<file path="config.mk">
export PLATFORM = sky130hd
export DESIGN_NAME = fco_top
export DESIGN_NICKNAME = d
export VERILOG_FILES = /design/src/inc/fco_pkg.sv /design/src/fco_clk_div.sv /design/src/fco_top.sv
export SDC_FILE = /design/constraint.sdc
export NUM_CORES = 1
export LEC_CHECK = 0
export ABC_AREA = 1
export BUFFER_PORTS_ARGS = -buffer_cell sky130_fd_sc_hd__clkbuf_2
export CAP_MARGIN = 25
export CORE_UTILIZATION = 54
export DETAILED_ROUTE_END_ITERATION = 8
export GPL_TIMING_DRIVEN = 0
export PLACE_DENSITY = 0.86
export RECOVER_POWER = 100
export SYNTH_ARGS = -nofsm -noshare
export SYNTH_HDL_FRONTEND = slang
export SYNTH_SLANG_ARGS = --single-unit
export TNS_END_PERCENT = 100
</file>
<file path="constraint.sdc">
create_clock -name clk -period 3.35 [get_ports clk]
set_input_delay 0.1675 -clock clk [delete_from_list [all_inputs] [get_ports clk]]
set_output_delay 0.1675 -clock clk [all_outputs]
set_load 0.05 [all_outputs]
</file>
<file path="src/inc/fco_pkg.sv">
// Package of constants and types for the flash clock and option control block
package fco_pkg;
   // ****************************************************************
   // Register map (byte addresses, one aligned word each)
   // ****************************************************************
   localparam logic [7:0] FCO_ADDR_CLKDIV = 8'h00;
   localparam logic [7:0] FCO_ADDR_OPTIONS = 8'h04;
   localparam logic [7:0] FCO_ADDR_PROTECT = 8'h08;
   localparam logic [7:0] FCO_ADDR_KEYCTL = 8'h0C;
   localparam logic [7:0] FCO_ADDR_KEYDATA = 8'h10;
   localparam logic [7:0] FCO_ADDR_CMD = 8'h14;
   localparam logic [7:0] FCO_ADDR_STATUS = 8'h18;
   // ****************************************************************
   // Field positions
   // ****************************************************************
   localparam int FCO_LOADED_BIT = 7;
   localparam int FCO_PRESCALE_BIT = 6;
   localparam int FCO_RATIO_MSB = 5;
   localparam int FCO_BACKDOOR_BIT = 7;
   localparam int FCO_REDIR_BIT = 6;
   localparam int FCO_LOCK_MSB = 1;
   localparam int FCO_PROT_DIS_BIT = 0;
   localparam int FCO_KEYACC_BIT = 0;
   localparam int FCO_ACCERR_BIT = 0;
   localparam int FCO_KEYBYTES = 8;
   // ****************************************************************
   // Reset values and codes
   // ****************************************************************
   localparam logic [7:0] FCO_CLKDIV_RST = 8'h00;
   localparam logic [1:0] FCO_LOCK_OPEN = 2'h2;
   localparam logic [2:0] FCO_PRESCALE_DIV = 3'h7;
   localparam logic [7:0] FCO_CMD_BLANK = 8'h05;
   localparam logic [31:0] FCO_ZERO_WORD = 32'h0000_0000;
   localparam logic [3:0] FCO_PULSE_RST = 4'h0;
   typedef enum logic [1:0] {
      FCO_IDLE = 2'b00,
      FCO_RUN = 2'b01,
      FCO_DONE = 2'b10
   } fco_seq_t;
endpackage

</file>
<file path="src/fco_clk_div.sv">
// Prescaler and programmable divider producing the flash timing pulse
module fco_clk_div
   import fco_pkg::*;
(
   input wire logic clk,
   input wire logic rst_b,
   input wire logic prescale_by_eight,
   input wire logic [5:0] ratio,
   input wire logic restart,
   output logic fclk_tick
);
   logic [2:0] pre_q, pre_d;
   logic [5:0] cnt_q, cnt_d;
   logic tick_q, tick_d;
   logic pre_tick;

   // Prescale stage then divide by ratio plus one
   always_comb begin
      pre_d = pre_q;
      cnt_d = cnt_q;
      tick_d = 1'b0;
      pre_tick = 1'b1;
      if (prescale_by_eight) begin
         pre_tick = (pre_q == FCO_PRESCALE_DIV);
         pre_d = pre_q + 3'h1;
      end
      if (restart) begin
         pre_d = 3'h0;
         cnt_d = 6'h00;
      end else if (pre_tick) begin
         if (cnt_q >= ratio) begin
            cnt_d = 6'h00;
            tick_d = 1'b1;
         end else begin
            cnt_d = cnt_q + 6'h01;
         end
      end
   end

   // Divider state
   always_ff @(posedge clk or negedge rst_b) begin
      if (!rst_b) begin
         pre_q <= 3'h0;
         cnt_q <= 6'h00;
         tick_q <= 1'b0;
      end else begin
         pre_q <= pre_d;
         cnt_q <= cnt_d;
         tick_q <= tick_d;
      end
   end

   assign fclk_tick = tick_q;
endmodule

</file>
<file path="src/fco_top.sv">
// Flash clock divider, option and security control with an APB slave
//
// Functional notes
// - Byte registers; option and protect copied at reset
// - Loaded flag cleared by reset, set by write
// - Program and erase refused until flag set
// - Prescale bit selects bus clock or clock/8
// - Flash clock is prescaled clock over ratio+1
// - Timing pulse is one bus clock cycle wide, once per flash clock period
// - Working options loaded from stored byte each reset
// - Backdoor enable bit clear blocks key unlocking
// - Matching eight key bytes unlock until reset
// - Debug writes never count toward key unlocking
// - Redirect disable bit selects default vectors
// - Only lock code 1:0 means unsecured
// - Key match or blank flash sets code 1:0
// - Secured blocks unsecured memory accesses
// - Blocked writes ignored, blocked reads return zero
// - Early program or erase sets access error
// - Redirect only with partial protection, never reset vector
//
// Local design decisions: the APB slave port and the register addresses.
module fco_top
   import fco_pkg::*;
(
   input wire logic clk,
   input wire logic rst_b,
   input wire logic psel,
   input wire logic penable,
   input wire logic pwrite,
   input wire logic [7:0] paddr,
   input wire logic [31:0] pwdata,
   output logic [31:0] prdata,
   output logic pready,
   output logic pslverr,
   input wire logic [7:0] stored_options_byte,
   input wire logic [7:0] stored_protect_byte,
   input wire logic [63:0] stored_unlock_key,
   input wire logic pwrite_from_debug,
   input wire logic flash_blank_ok,
   input wire logic mem_req,
   input wire logic mem_write,
   input wire logic mem_src_secure,
   input wire logic [7:0] mem_rdata_raw,
   output logic mem_allow,
   output logic [7:0] mem_rdata,
   output logic secured,
   output logic redirect_active,
   output logic fclk_pulse,
   output logic op_busy
);
   // ****************************************************************
   // State
   // ****************************************************************
   logic [7:0] flash_clock_ratio_reg_q, flash_clock_ratio_reg_d;
   logic [7:0] working_options_reg_q, working_options_reg_d;
   logic [7:0] working_protect_reg_q, working_protect_reg_d;
   logic strap_done_q, strap_done_d;
   logic keyacc_q, keyacc_d;
   logic [3:0] key_idx_q, key_idx_d;
   logic key_ok_q, key_ok_d;
   logic access_error_flag_q, access_error_flag_d;
   logic [7:0] cmd_q, cmd_d;
   fco_seq_t seq_q, seq_d;
   logic [3:0] pulses_q, pulses_d;
   logic [31:0] prdata_q, prdata_d;
   logic mem_allow_q, mem_allow_d;
   logic [7:0] mem_rdata_q, mem_rdata_d;
   logic secured_q, secured_d;
   logic redir_q, redir_d;
   logic tick;
   logic wr_en, rd_en, restart;
   logic [7:0] key_byte [FCO_KEYBYTES];
   logic unsecured_now, prot_partial;

   // ****************************************************************
   // Key byte split
   // ****************************************************************
   genvar gi;
   generate
      for (gi = 0; gi < FCO_KEYBYTES; gi++) begin : g_key
         assign key_byte[gi] = stored_unlock_key[8*gi +: 8];
      end
   endgenerate

   // APB strobes, zero wait state
   assign wr_en = psel && penable && pwrite;
   assign rd_en = psel && penable && !pwrite;
   assign restart = wr_en && (paddr == FCO_ADDR_CLKDIV) &&
                    (pwdata[FCO_PRESCALE_BIT:0] != flash_clock_ratio_reg_q[FCO_PRESCALE_BIT:0]);
   assign unsecured_now = (working_options_reg_q[FCO_LOCK_MSB:0] == FCO_LOCK_OPEN);
   assign prot_partial = !working_protect_reg_q[FCO_PROT_DIS_BIT] &&
                         (working_protect_reg_q[7:1] != 7'h00);

   // ****************************************************************
   // Flash clock divider
   // ****************************************************************
   fco_clk_div u_div (
      .clk(clk),
      .rst_b(rst_b),
      .prescale_by_eight(flash_clock_ratio_reg_q[FCO_PRESCALE_BIT]),
      .ratio(flash_clock_ratio_reg_q[FCO_RATIO_MSB:0]),
      .restart(restart),
      .fclk_tick(tick)
   );

   // Register file, key compare and command sequencing
   always_comb begin
      flash_clock_ratio_reg_d = flash_clock_ratio_reg_q;
      working_options_reg_d = working_options_reg_q;
      working_protect_reg_d = working_protect_reg_q;
      strap_done_d = 1'b1;
      keyacc_d = keyacc_q;
      key_idx_d = key_idx_q;
      key_ok_d = key_ok_q;
      access_error_flag_d = access_error_flag_q;
      cmd_d = cmd_q;
      seq_d = seq_q;
      pulses_d = pulses_q;
      // Capture nonvolatile bytes once after reset release
      if (!strap_done_q) begin
         working_options_reg_d = stored_options_byte;
         working_protect_reg_d = stored_protect_byte;
      end
      // Sequencer counts whole flash clock pulses
      case (seq_q)
         FCO_IDLE: begin
         end
         FCO_RUN: begin
            if (tick) begin
               pulses_d = pulses_q - 4'h1;
               if (pulses_q == 4'h1) begin
                  seq_d = FCO_DONE;
               end
            end
         end
         FCO_DONE: begin
            if ((cmd_q == FCO_CMD_BLANK) && flash_blank_ok) begin
               working_options_reg_d[FCO_LOCK_MSB:0] = FCO_LOCK_OPEN;
            end
            seq_d = FCO_IDLE;
         end
         default: seq_d = FCO_IDLE;
      endcase
      if (wr_en) begin
         case (paddr)
            FCO_ADDR_CLKDIV: begin
               flash_clock_ratio_reg_d = {1'b1, pwdata[FCO_PRESCALE_BIT:0]};
            end
            FCO_ADDR_PROTECT: begin
               if (pwrite_from_debug) begin
                  working_protect_reg_d = pwdata[7:0];
               end
            end
            FCO_ADDR_KEYCTL: begin
               if (!pwrite_from_debug) begin
                  keyacc_d = pwdata[FCO_KEYACC_BIT];
                  if (pwdata[FCO_KEYACC_BIT]) begin
                     key_idx_d = 4'h0;
                     key_ok_d = 1'b1;
                  end else if (keyacc_q && key_ok_q && (key_idx_q == 4'h8) &&
                               working_options_reg_q[FCO_BACKDOOR_BIT]) begin
                     working_options_reg_d[FCO_LOCK_MSB:0] = FCO_LOCK_OPEN;
                  end
               end
            end
            FCO_ADDR_KEYDATA: begin
               if (keyacc_q && !pwrite_from_debug && !unsecured_now &&
                   (key_idx_q < 4'h8)) begin
                  if (pwdata[7:0] != key_byte[key_idx_q[2:0]]) begin
                     key_ok_d = 1'b0;
                  end
                  key_idx_d = key_idx_q + 4'h1;
               end
            end
            FCO_ADDR_CMD: begin
               if (!flash_clock_ratio_reg_q[FCO_LOADED_BIT] || (seq_q != FCO_IDLE)) begin
                  access_error_flag_d = 1'b1;
               end else begin
                  cmd_d = pwdata[7:0];
                  pulses_d = pwdata[11:8] | 4'h1;
                  seq_d = FCO_RUN;
               end
            end
            FCO_ADDR_STATUS: begin
               if (pwdata[FCO_ACCERR_BIT]) begin
                  access_error_flag_d = 1'b0;
               end
            end
            default: begin
            end
         endcase
         // A command refused for a clear loaded flag also sets the access error here
         if ((paddr == FCO_ADDR_CMD) && !flash_clock_ratio_reg_q[FCO_LOADED_BIT]) begin
            access_error_flag_d = 1'b1;
         end
      end
   end

   // Registers of the control state
   always_ff @(posedge clk or negedge rst_b) begin
      if (!rst_b) begin
         flash_clock_ratio_reg_q <= FCO_CLKDIV_RST;
         working_options_reg_q <= 8'h00;
         working_protect_reg_q <= 8'h00;
         strap_done_q <= 1'b0;
         keyacc_q <= 1'b0;
         key_idx_q <= 4'h0;
         key_ok_q <= 1'b0;
         access_error_flag_q <= 1'b0;
         cmd_q <= 8'h00;
         seq_q <= FCO_IDLE;
         pulses_q <= FCO_PULSE_RST;
      end else begin
         flash_clock_ratio_reg_q <= flash_clock_ratio_reg_d;
         working_options_reg_q <= working_options_reg_d;
         working_protect_reg_q <= working_protect_reg_d;
         strap_done_q <= strap_done_d;
         keyacc_q <= keyacc_d;
         key_idx_q <= key_idx_d;
         key_ok_q <= key_ok_d;
         access_error_flag_q <= access_error_flag_d;
         cmd_q <= cmd_d;
         seq_q <= seq_d;
         pulses_q <= pulses_d;
      end
   end

   // ****************************************************************
   // Read mux and registered outputs
   // ****************************************************************
   always_comb begin
      prdata_d = FCO_ZERO_WORD;
      if (rd_en) begin
         case (paddr)
            FCO_ADDR_CLKDIV: prdata_d[7:0] = flash_clock_ratio_reg_q;
            FCO_ADDR_OPTIONS: prdata_d[7:0] = working_options_reg_q;
            FCO_ADDR_PROTECT: prdata_d[7:0] = working_protect_reg_q;
            FCO_ADDR_KEYCTL: prdata_d[FCO_KEYACC_BIT] = keyacc_q;
            FCO_ADDR_CMD: prdata_d[7:0] = cmd_q;
            FCO_ADDR_STATUS: prdata_d[2:0] = {seq_q != FCO_IDLE, 1'b0, access_error_flag_q};
            default: prdata_d = FCO_ZERO_WORD;
         endcase
      end
      // Memory gate: unsecured sources see nothing while secured
      mem_allow_d = mem_req && (unsecured_now || mem_src_secure);
      mem_rdata_d = 8'h00;
      if (mem_req && !mem_write && mem_allow_d) begin
         mem_rdata_d = mem_rdata_raw;
      end
      secured_d = !unsecured_now;
      redir_d = !working_options_reg_q[FCO_REDIR_BIT] && prot_partial;
   end

   // Output flip-flops
   always_ff @(posedge clk or negedge rst_b) begin
      if (!rst_b) begin
         prdata_q <= FCO_ZERO_WORD;
         mem_allow_q <= 1'b0;
         mem_rdata_q <= 8'h00;
         secured_q <= 1'b1;
         redir_q <= 1'b0;
      end else begin
         prdata_q <= prdata_d;
         mem_allow_q <= mem_allow_d;
         mem_rdata_q <= mem_rdata_d;
         secured_q <= secured_d;
         redir_q <= redir_d;
      end
   end

   assign prdata = prdata_q;
   assign pready = 1'b1;
   assign pslverr = 1'b0;
   assign mem_allow = mem_allow_q;
   assign mem_rdata = mem_rdata_q;
   assign secured = secured_q;
   assign redirect_active = redir_q;
   assign fclk_pulse = tick;
   assign op_busy = (seq_q != FCO_IDLE);
endmodule

</file>
* Word-level counts from Yosys, hierarchy flattened
Cells that the tools add are included.
W data, S select, Z words.
** Operators by class
- Reduce and logical (&&, ||, !) cells :: 41
- Magnitude comparators :: 3
- Add/subtract/negate cells :: 4
- Bitwise gates (word level) :: 3
- Mux-type cells :: 53
- Equal/unequal tests :: 21
** Operator list (number)
- $mux W8 :: 8
- $mux W4 :: 8
- $mux W2 :: 13
- $bmux W8 S3 :: 1
- $eq A8 B5 Y1 const B :: 3
- $pmux W5 S4 :: 1
- $logic_and A1 B1 Y1 :: 18
- $mux W6 :: 3
- $eq A8 B3 Y1 const B :: 2
- $eq A8 B4 Y1 const B :: 2
- $mux W1 :: 11
- $pmux W2 S5 :: 1
- $logic_not A8 Y1 :: 1
- $ne A2 B2 Y1 const B :: 4
- $ne A8 B8 Y1 :: 1
- $pmux W4 S2 :: 1
- $reduce_bool A2 Y1 :: 4
- $logic_not A1 Y1 :: 7
- $ne A7 B7 Y1 :: 1
- $reduce_bool A7 Y1 :: 1
- $add A6 B1 Y6 const B :: 1
- $ge A6 B6 Y1 :: 1
- $mux W3 :: 2
- $pmux W1 S6 :: 1
- 24 further kinds :: 29
** Word-level totals
- Word-level logic and storage cells :: 145
- Input port bits :: 138
- Register bits after elaboration :: 99
- Output and inout bits :: 47

* Logic depth before layout (Yosys ltp)
Gate-level depths: netlist of the first run.
- Depth in word-level cells :: 9
- Mapped depth :: 14
- Gate-level depth less buffers :: 13

* By module
Synthesis of the first run repeated with hierarchy kept, for this count alone.
** Unflattened totals
- Cells, all modules :: 652
- Area, all modules :: 4938.5 µm²
** Modules (own cells, without submodules)
- fco_top :: cells each 564, sequential area each 1627.8 µm², instances 1, area each 4245.3 µm²
- fco_clk_div :: cells each 88, sequential area each 250.2 µm², instances 1, area each 693.2 µm²

* Worst setup path after synthesis of the first run
No wires, ideal clock.
- Path type :: register to register
- Start point :: register u_div.tick_q (netlist: u_div.fclk_tick)
- End point :: register pulses_q[3]
- Setup time :: 128 ps
- Arrival :: 1448 ps
- Buffers on the path :: 0
- Setup slack :: 1775 ps
- Cell stages (with the launch flop) :: 6
- Period minus slack after synthesis :: 1575 ps
- Required time :: 3222 ps
- Cell sequence :: dfrtp_1 nand2_1 nor2_1 nand3_1 xor2_1 mux2_1
** Between the ends
- Word-level cells in the longest chain between the ends :: 5
** Ends and longest elaborated chain
- start, declared :: line fco_clk_div.sv:14 : logic tick_q, tick_d;
- start signal, assigned :: line fco_clk_div.sv:49 : tick_q <= tick_d;
- $mux W4 (*) :: line fco_top.sv:130 : if (tick) begin
- $mux W4 (*) :: line fco_top.sv:126 : case (seq_q)
- $mux W4 :: line fco_top.sv:177 : if (!flash_clock_ratio_reg_q[FCO_LOADED_BIT] || (seq_q != FCO_IDLE)) begin
- $mux W4 :: line fco_top.sv:146 : case (paddr)
- $mux W4 (*) :: line fco_top.sv:145 : if (wr_en) begin
- named net pulses_d[3] :: line fco_top.sv:65 : logic [3:0] pulses_q, pulses_d;
- end signal, assigned :: line fco_top.sv:225 : pulses_q <= pulses_d;
- end, declared :: line fco_top.sv:65
Mark *: on every way through the listed nets, which the timed path passes. The rest lies on a longest branch.
A chain may end at the register's enable or synchronous reset.

* Worst setup path in the final report of the first run
- Start point :: input port paddr[1]
- End point :: register u_div.cnt_q[0]
** Between the ends
- Word-level cells in the longest chain between the ends :: 4
- Elaborated cells on any way between the ends :: 5
- Those cells by class :: 1 x mux; 4 x reduce/logical
** Ends and longest elaborated chain
- start, declared :: line fco_top.sv:31 : input wire logic [7:0] paddr,
- $logic_not A8 Y1 (*) :: line fco_top.sv:89 : assign restart = wr_en && (paddr == FCO_ADDR_CLKDIV) &&
- $logic_and A1 B1 Y1 (*) (2 in a row) :: line fco_top.sv:89
- $mux W6 or $reduce_bool A2 Y1 (tied branches)
- end signal, assigned :: line fco_clk_div.sv:48 : cnt_q <= cnt_d;
- end, declared :: line fco_clk_div.sv:13 : logic [5:0] cnt_q, cnt_d;
Mark *: on every way between the ends. The rest lies on a longest branch, timed or not.

==> results of run 1 <==
==> layout make-up <==
type / instances / area, um^2
Buffer: 44 / 282
Clock buffer: 11 / 151
Clock inverter: 4 / 50.0
Fill cell: 794 / 2770
Inverter: 122 / 458
Multi-Input combinational cell: 475 / 2290
Sequential cell: 75 / 1880
Tap cell: 108 / 135
Timing Repair Buffer: 145 / 756
==> placed cells by master (no fill, tap or decap), drive strengths merged, types with 7 or more instances in the layout <==
cell | Yosys | routed
a21oi | 14 | 14
buf | 41 | 36
clkbuf | 3 | 157
conb | 2 | 27
dfrtp | 74 | 74
dlygate4sd3 | 0 | 7
ha | 13 | 13
inv | 120 | 118
nand2 | 184 | 184
nand3 | 64 | 64
nor2 | 67 | 67
nor3 | 7 | 7
o211ai | 7 | 7
o21ai | 50 | 50
==> sequential cells by signal (all words and copies together), names as in the netlist, 2 cells and up <==
register                 count
cmd_q                        8
working_options_reg_q        8
prdata                       8
seq_q                        2
pulses_q                     4
u_div.pre_q                  3
mem_rdata                    8
key_idx_q                    4
flash_clock_ratio_reg_q      8
u_div.cnt_q                  6
working_protect_reg_q        8
==> power by group <==
group,internal [mW],switching [mW]
Clock,0.379,0.328
Sequential,0.979,0.0596
Combinational,0.201,0.317
==> worst register-to-register path: cells and delay by family (launching register included) <==
family                 cells  cell delay (ns)
AOI/OAI and AO/OA          2             0.50
and+or+nand+nor            7             0.61
DFF                        1             0.35
buffers and inverters      3             0.82
==> layer usage <==
layer | GRT usage (%) | routed length, um | up-vias
met5 | 0 | 0 | -
met4 | 9.16 | 345 | 0
met3 | 5.54 | 884 | 33
met2 | 48.1 | 6360 | 217
met1 | 35.9 | 5410 | 2300
li1 | - | - | 2475
==> how the worst max path moves through the flow <==
stage / from / to / slack (ns) / depth (start not counted)
detailed placement: key_idx_q[0]$_DFFE_PN0P_ / key_ok_q$_DFFE_PN0P_ / 1.54 / 12
finish: paddr[1] / u_div.cnt_q[0]$_DFFE_PN0P_ / 0.95 / 13
CTS: key_idx_q[0]$_DFFE_PN0P_ / key_ok_q$_DFFE_PN0P_ / 1.53 / 12
global route: key_idx_q[0]$_DFFE_PN0P_ / key_ok_q$_DFFE_PN0P_ / 0.80 / 12
global placement: rst_b / mem_rdata[1]$_DFF_PN0_ / 1.45 / 1
floorplan: u_div.fclk_tick$_DFF_PN0_ / pulses_q[3]$_DFF_PN0_ / 1.77 / 5
==> per-stage QoR <==
stage               instances  setup WS (ns)  total power [mW]  utilization, %  hold slack, ns
global route              984          0.800              2.39            68.4         0.00928
floorplan                 716           1.77              1.40               -          -0.128
finish                    984          0.955              2.26            68.4         0.00522
detailed placement        962           1.54              1.57            66.7           0.161
global placement          961           1.45              1.55            66.4           0.361
CTS                       984           1.53              2.28            69.8         0.00200
==> cell families after synthesis <==
kind of cell | synth area share, %
flip-flops | 38.3
adder cells (fa/ha/maj) | 3.32
AND/OR/NAND/NOR | 29.9
buffers and inverters | 15.5
AO/OA/AOI/OAI | 10.6
XOR/XNOR | 1.96
multiplexers | 0.230
other | 0.153
==> results.ini, run 1 <==
[run_status]
status = finished with violations
violations = max-capacitance violations, max-slew violations

[synthesis]
synth.cells.most_frequent = nand2_1, inv_1, dfrtp_1, nand3_1, nor2_1
netlist_instances = 691
synth_top_area_share_pct = 37.8
synth_area_leaders = dfrtp_1, nand2_1, inv_1, nand3_1, buf_4
syn-cell-area_um2 = 4900
synth.largest_area_cell = dfrtp_1
yosys_most_used_dff = dfrtp_1
ys_seq_area_share_pct = 38.3
synth.distinct_cells = 46
synth.avg_cell_area_um2 = 7.10
synth_seq_cells = 75
ys_warn_count = 0
synth_edf_count = 0
async_flop_share_pct = 100
yosysMostFrequentCell = nand2_1

[setup_path]
crit_buf_inv = 3
crit_arrival_ns = 2.63
crit_top_cell = nor2_1
path_cells = clkbuf_2 -> nor2_1 -> clkinv_1 -> nor2_1 -> nand2_4 -> nor2_1 -> clkinv_1 -> nor2_1 -> nand2_1 -> o21ai_0 -> nor2_1 -> nand2_1 -> o21ai_0
end_kind = flip-flop
crit_fanout = 8
path_delay_family = simple AND/OR/NAND/NOR gates
crit_path_max_incr_delay_ns = 0.45
reg2reg_slack_ns = 1.03
r2r-end = key_ok_q$_DFFE_PN0P_
crit_required_ns = 3.58
crit_type = input port to flip-flop
worst_path_max_delay_cell = nor2_1
rr_worst_depth = 12
r2r_start = key_idx_q[0]$_DFFE_PN0P_
start_kind = input port

[power_and_ir_drop]
p_leak_nw = 3.42
peakVddDrop_v = 0.000262
p_per_area_nw_per_um2 = 377

[floorplanning]
die_y_um = 97.3
num_rows = 34
ioPinCount = 185
start_util_pct = 56.0
die-area_um2 = 9470
fp.coreArea_um2 = 8760
dieWidth_um = 97.3

[clock_tree]
cts_max_level = 3
path_clk_slew_ns = 0.08
cts.repair.resized = 0
clk_path_buf_depth = 2
root_buffer = clkbuf_8
cts_setup_buffers = 0
clock_latency_ns = 0.35
numCtsBuffers = 9
ctsHoldBuffers = 7
cts_tree = done
numClockSinks = 75

[route]
first_pass_iters = 5
ant_nets = 0
drc = 0
drtIter0Drc = 293
wl_per_cell_um = 13.2
wl_um = 13000
viasPerCell = 5.11
num_vias = 5025

[global_route]
grt_pass1_wl_um = 21400
antenna_found_initial = 0
grt_max_degree = 47
grt_pass1_vias = 4700
grt_usage_pct = 28.2
grt_overflow_total = 0

[min_path]
hold_start = stored_options_byte[2]
hold-path-cell-count = 3
worstHoldPathType = input port to flip-flop
hold_end = working_options_reg_q[2]$_DFFE_PN0N_

[sta]
slew_viol_final = 30
min_period_over_period_pct = 71.5
min_period_ns = 2.40
clock_skew_ns = 0.0109
rsz0062_at_grt = no
tightest_slew_ns = 1.74
tns_ns = 0
hold_viol_final = 0
setup-violations-final = 0
max_freq_mhz = 418
timing.slew.headroom_pct = -15.9

[placed_design]
dpl_cell_area_um2 = 5850
hpwl_um = 10000
place_congestion = 0.940
numPortBuffers = 137

[layout]
finish.instance_area_um2 = 6000
antenna_cells = 0
fin_nets = 1023
drive_gt1_share_pct = 20.1
areaGrowthSynthToFinish_pct = 22.3

[flow_run]
max_cap_viol_count = 1

Power figures use the tool's default switching activity.
==> run 2: changes to the inputs <==
--- a/config.mk
+++ b/config.mk
@@ -8,10 +8,10 @@
 export ABC_AREA = 1
 export BUFFER_PORTS_ARGS = -buffer_cell sky130_fd_sc_hd__clkbuf_2
 export CAP_MARGIN = 25
-export CORE_UTILIZATION = 54
+export CORE_UTILIZATION = 45
 export DETAILED_ROUTE_END_ITERATION = 8
 export GPL_TIMING_DRIVEN = 0
-export PLACE_DENSITY = 0.86
+export PLACE_DENSITY = 0.76
 export RECOVER_POWER = 100
 export SYNTH_ARGS = -nofsm -noshare
 export SYNTH_HDL_FRONTEND = slang
==> constraint.sdc (replaced) <==
create_clock -name clk -period 2.07 [get_ports clk]
set_input_delay 0.1035 -clock clk [delete_from_list [all_inputs] [get_ports clk]]
set_output_delay 0.1035 -clock clk [all_outputs]
set_load 0.05 [all_outputs]
==> results.ini, run 2 (synthesis gave the netlist of run 1 again) <==
[sta]
tightest_slew_ns = 0.843
layout_setup_ws_ns = 0.190
min_period_over_period_pct = 90.8
slew_viol_final = 0
setup-violations-final = 0
hold_viol_final = 0
timing.slew.headroom_pct = 43.8
tns_ns = 0
clock_skew_ns = 0.0131
min_period_ns = 1.88
max_freq_mhz = 532
rsz0062_at_grt = no
fin_hold_ws_ns = 0.0190

[setup_path]
end_kind = flip-flop
crit_arrival_ns = 2.13
crit_required_ns = 2.32
crit_top_cell = nor2_1
path_cells = nor2_1 -> inv_1 -> nor2_1 -> nand3_1 -> clkbuf_1 -> o21ai_0
crit_path_max_incr_delay_ns = 0.41
start_kind = flip-flop
worst_path_max_delay_cell = dfrtp_1
crit_type = flip-flop to flip-flop
crit_fanout = 10
reg2reg_slack_ns = 0.19

[floorplanning]
start_util_pct = 46.9
dieWidth_um = 106
die-area_um2 = 11300
num_rows = 37
ioPinCount = 185
die_y_um = 106
fp.coreArea_um2 = 10500

[layout]
areaGrowthSynthToFinish_pct = 26.2
instances_no_fill = 1027
final_core_util_pct = 59.1
drive_gt1_share_pct = 21.0
final_common_cell = nand2_1
fin_nets = 1037
antenna_cells = 0
final_cell_mix = nand2_1, clkbuf_2, inv_1
fillers = 1004
finish.instance_area_um2 = 6190

[power_and_ir_drop]
p_total_mw = 3.74
p_leak_nw = 3.48
p_per_area_nw_per_um2 = 604
peakVddDrop_v = 0.000599

[placed_design]
numPortBuffers = 137
place_congestion = 0.868
pre_cts_ws_ns = 0.325
dp.cells = 990
hpwl_um = 10000
dpl_cell_area_um2 = 5880

[clock_tree]
cts_max_level = 3
root_buffer = clkbuf_8
clk_path_buf_depth = 2
clock_latency_ns = 0.36
cts_setup_buffers = 0
cts_tree = done
cts.repair.resized = 0
ctsHoldBuffers = 20
numClockSinks = 75
path_clk_slew_ns = 0.09
numCtsBuffers = 9

[global_route]
antenna_found_initial = 0
grt_pass1_wl_um = 21300
grt_overflow_total = 0
grt_pass1_vias = 4781
grt_usage_pct = 23.9
grt_max_degree = 63

[route]
wl_um = 13000
drc = 0
num_vias = 5003
drtIter0Drc = 247
wl_per_cell_um = 12.7
ant_nets = 0
viasPerCell = 4.87
first_pass_iters = 5

[flow_run]
max_cap_viol_count = 0

[min_path]
worstHoldPathType = input port to flip-flop

[run_status]
status = finished, final reports clean

run 2: area by class of cell:
| class | count | area [um^2] | area share (%) |
|---|---|---|---|
| clock buffer | 9 | 124 | 2.00 |
| clock inverter | 7 | 82.6 | 1.33 |
| timing repair buffer | 159 | 876 | 14.2 |
| buffer | 44 | 288 | 4.65 |
| sequential | 75 | 1880 | 30.4 |
| tap | 136 | 170 | 2.75 |
| multi-input combinational | 475 | 2310 | 37.4 |
| inverter | 122 | 458 | 7.40 |
run 2: final timing paths:
path | endpoint | cells past startpoint | from
setup reg to reg | cmd_q[4]$_DFFE_PN0P_ | 6 | seq_q[1]$_DFF_PN0_
hold reg to reg | working_options_reg_q[5]$_DFFE_PN0N_ | 2 | working_options_reg_q[5]$_DFFE_PN0N_
max in group asynchronous | cmd_q[1]$_DFFE_PN0P_ | 3 | rst_b
hold / removal | working_options_reg_q[0]$_DFF_PN0_ | 3 | stored_options_byte[0]
min in group asynchronous | u_div.fclk_tick$_DFF_PN0_ | 2 | rst_b
setup / recovery | cmd_q[4]$_DFFE_PN0P_ | 6 | seq_q[1]$_DFF_PN0_
run 2: layer usage:
metal | share of wire (%) | global-route usage [%] | vias to the layer above
met4 | 2.9 | 8.13 | 0
met2 | 50 | 41.4 | 157
met1 | 41 | 29.1 | 2301
met3 | 5.7 | 5.52 | 38
li1 | - | - | 2507
met5 | 0 | 0 | -
run 2: power breakdown:
part / internal, mW / total (mW) / leakage (nW) / switching [mW]
clock network: 0.575 / 1.18 / 0.0984 / 0.604
logic: 0.348 / 0.875 / 2.47 / 0.527
registers: 1.58 / 1.68 / 0.918 / 0.0993
total: 2.51 / 3.74 / 3.48 / 1.23
run 2: worst max-delay path: cells and delay by family (launching register included):
kind,cells,cell delay [ns]
flip-flops,1,0.41
buffers and inverters,2,0.45
AO/OA/AOI/OAI,1,0.27
AND/OR/NAND/NOR,3,0.65
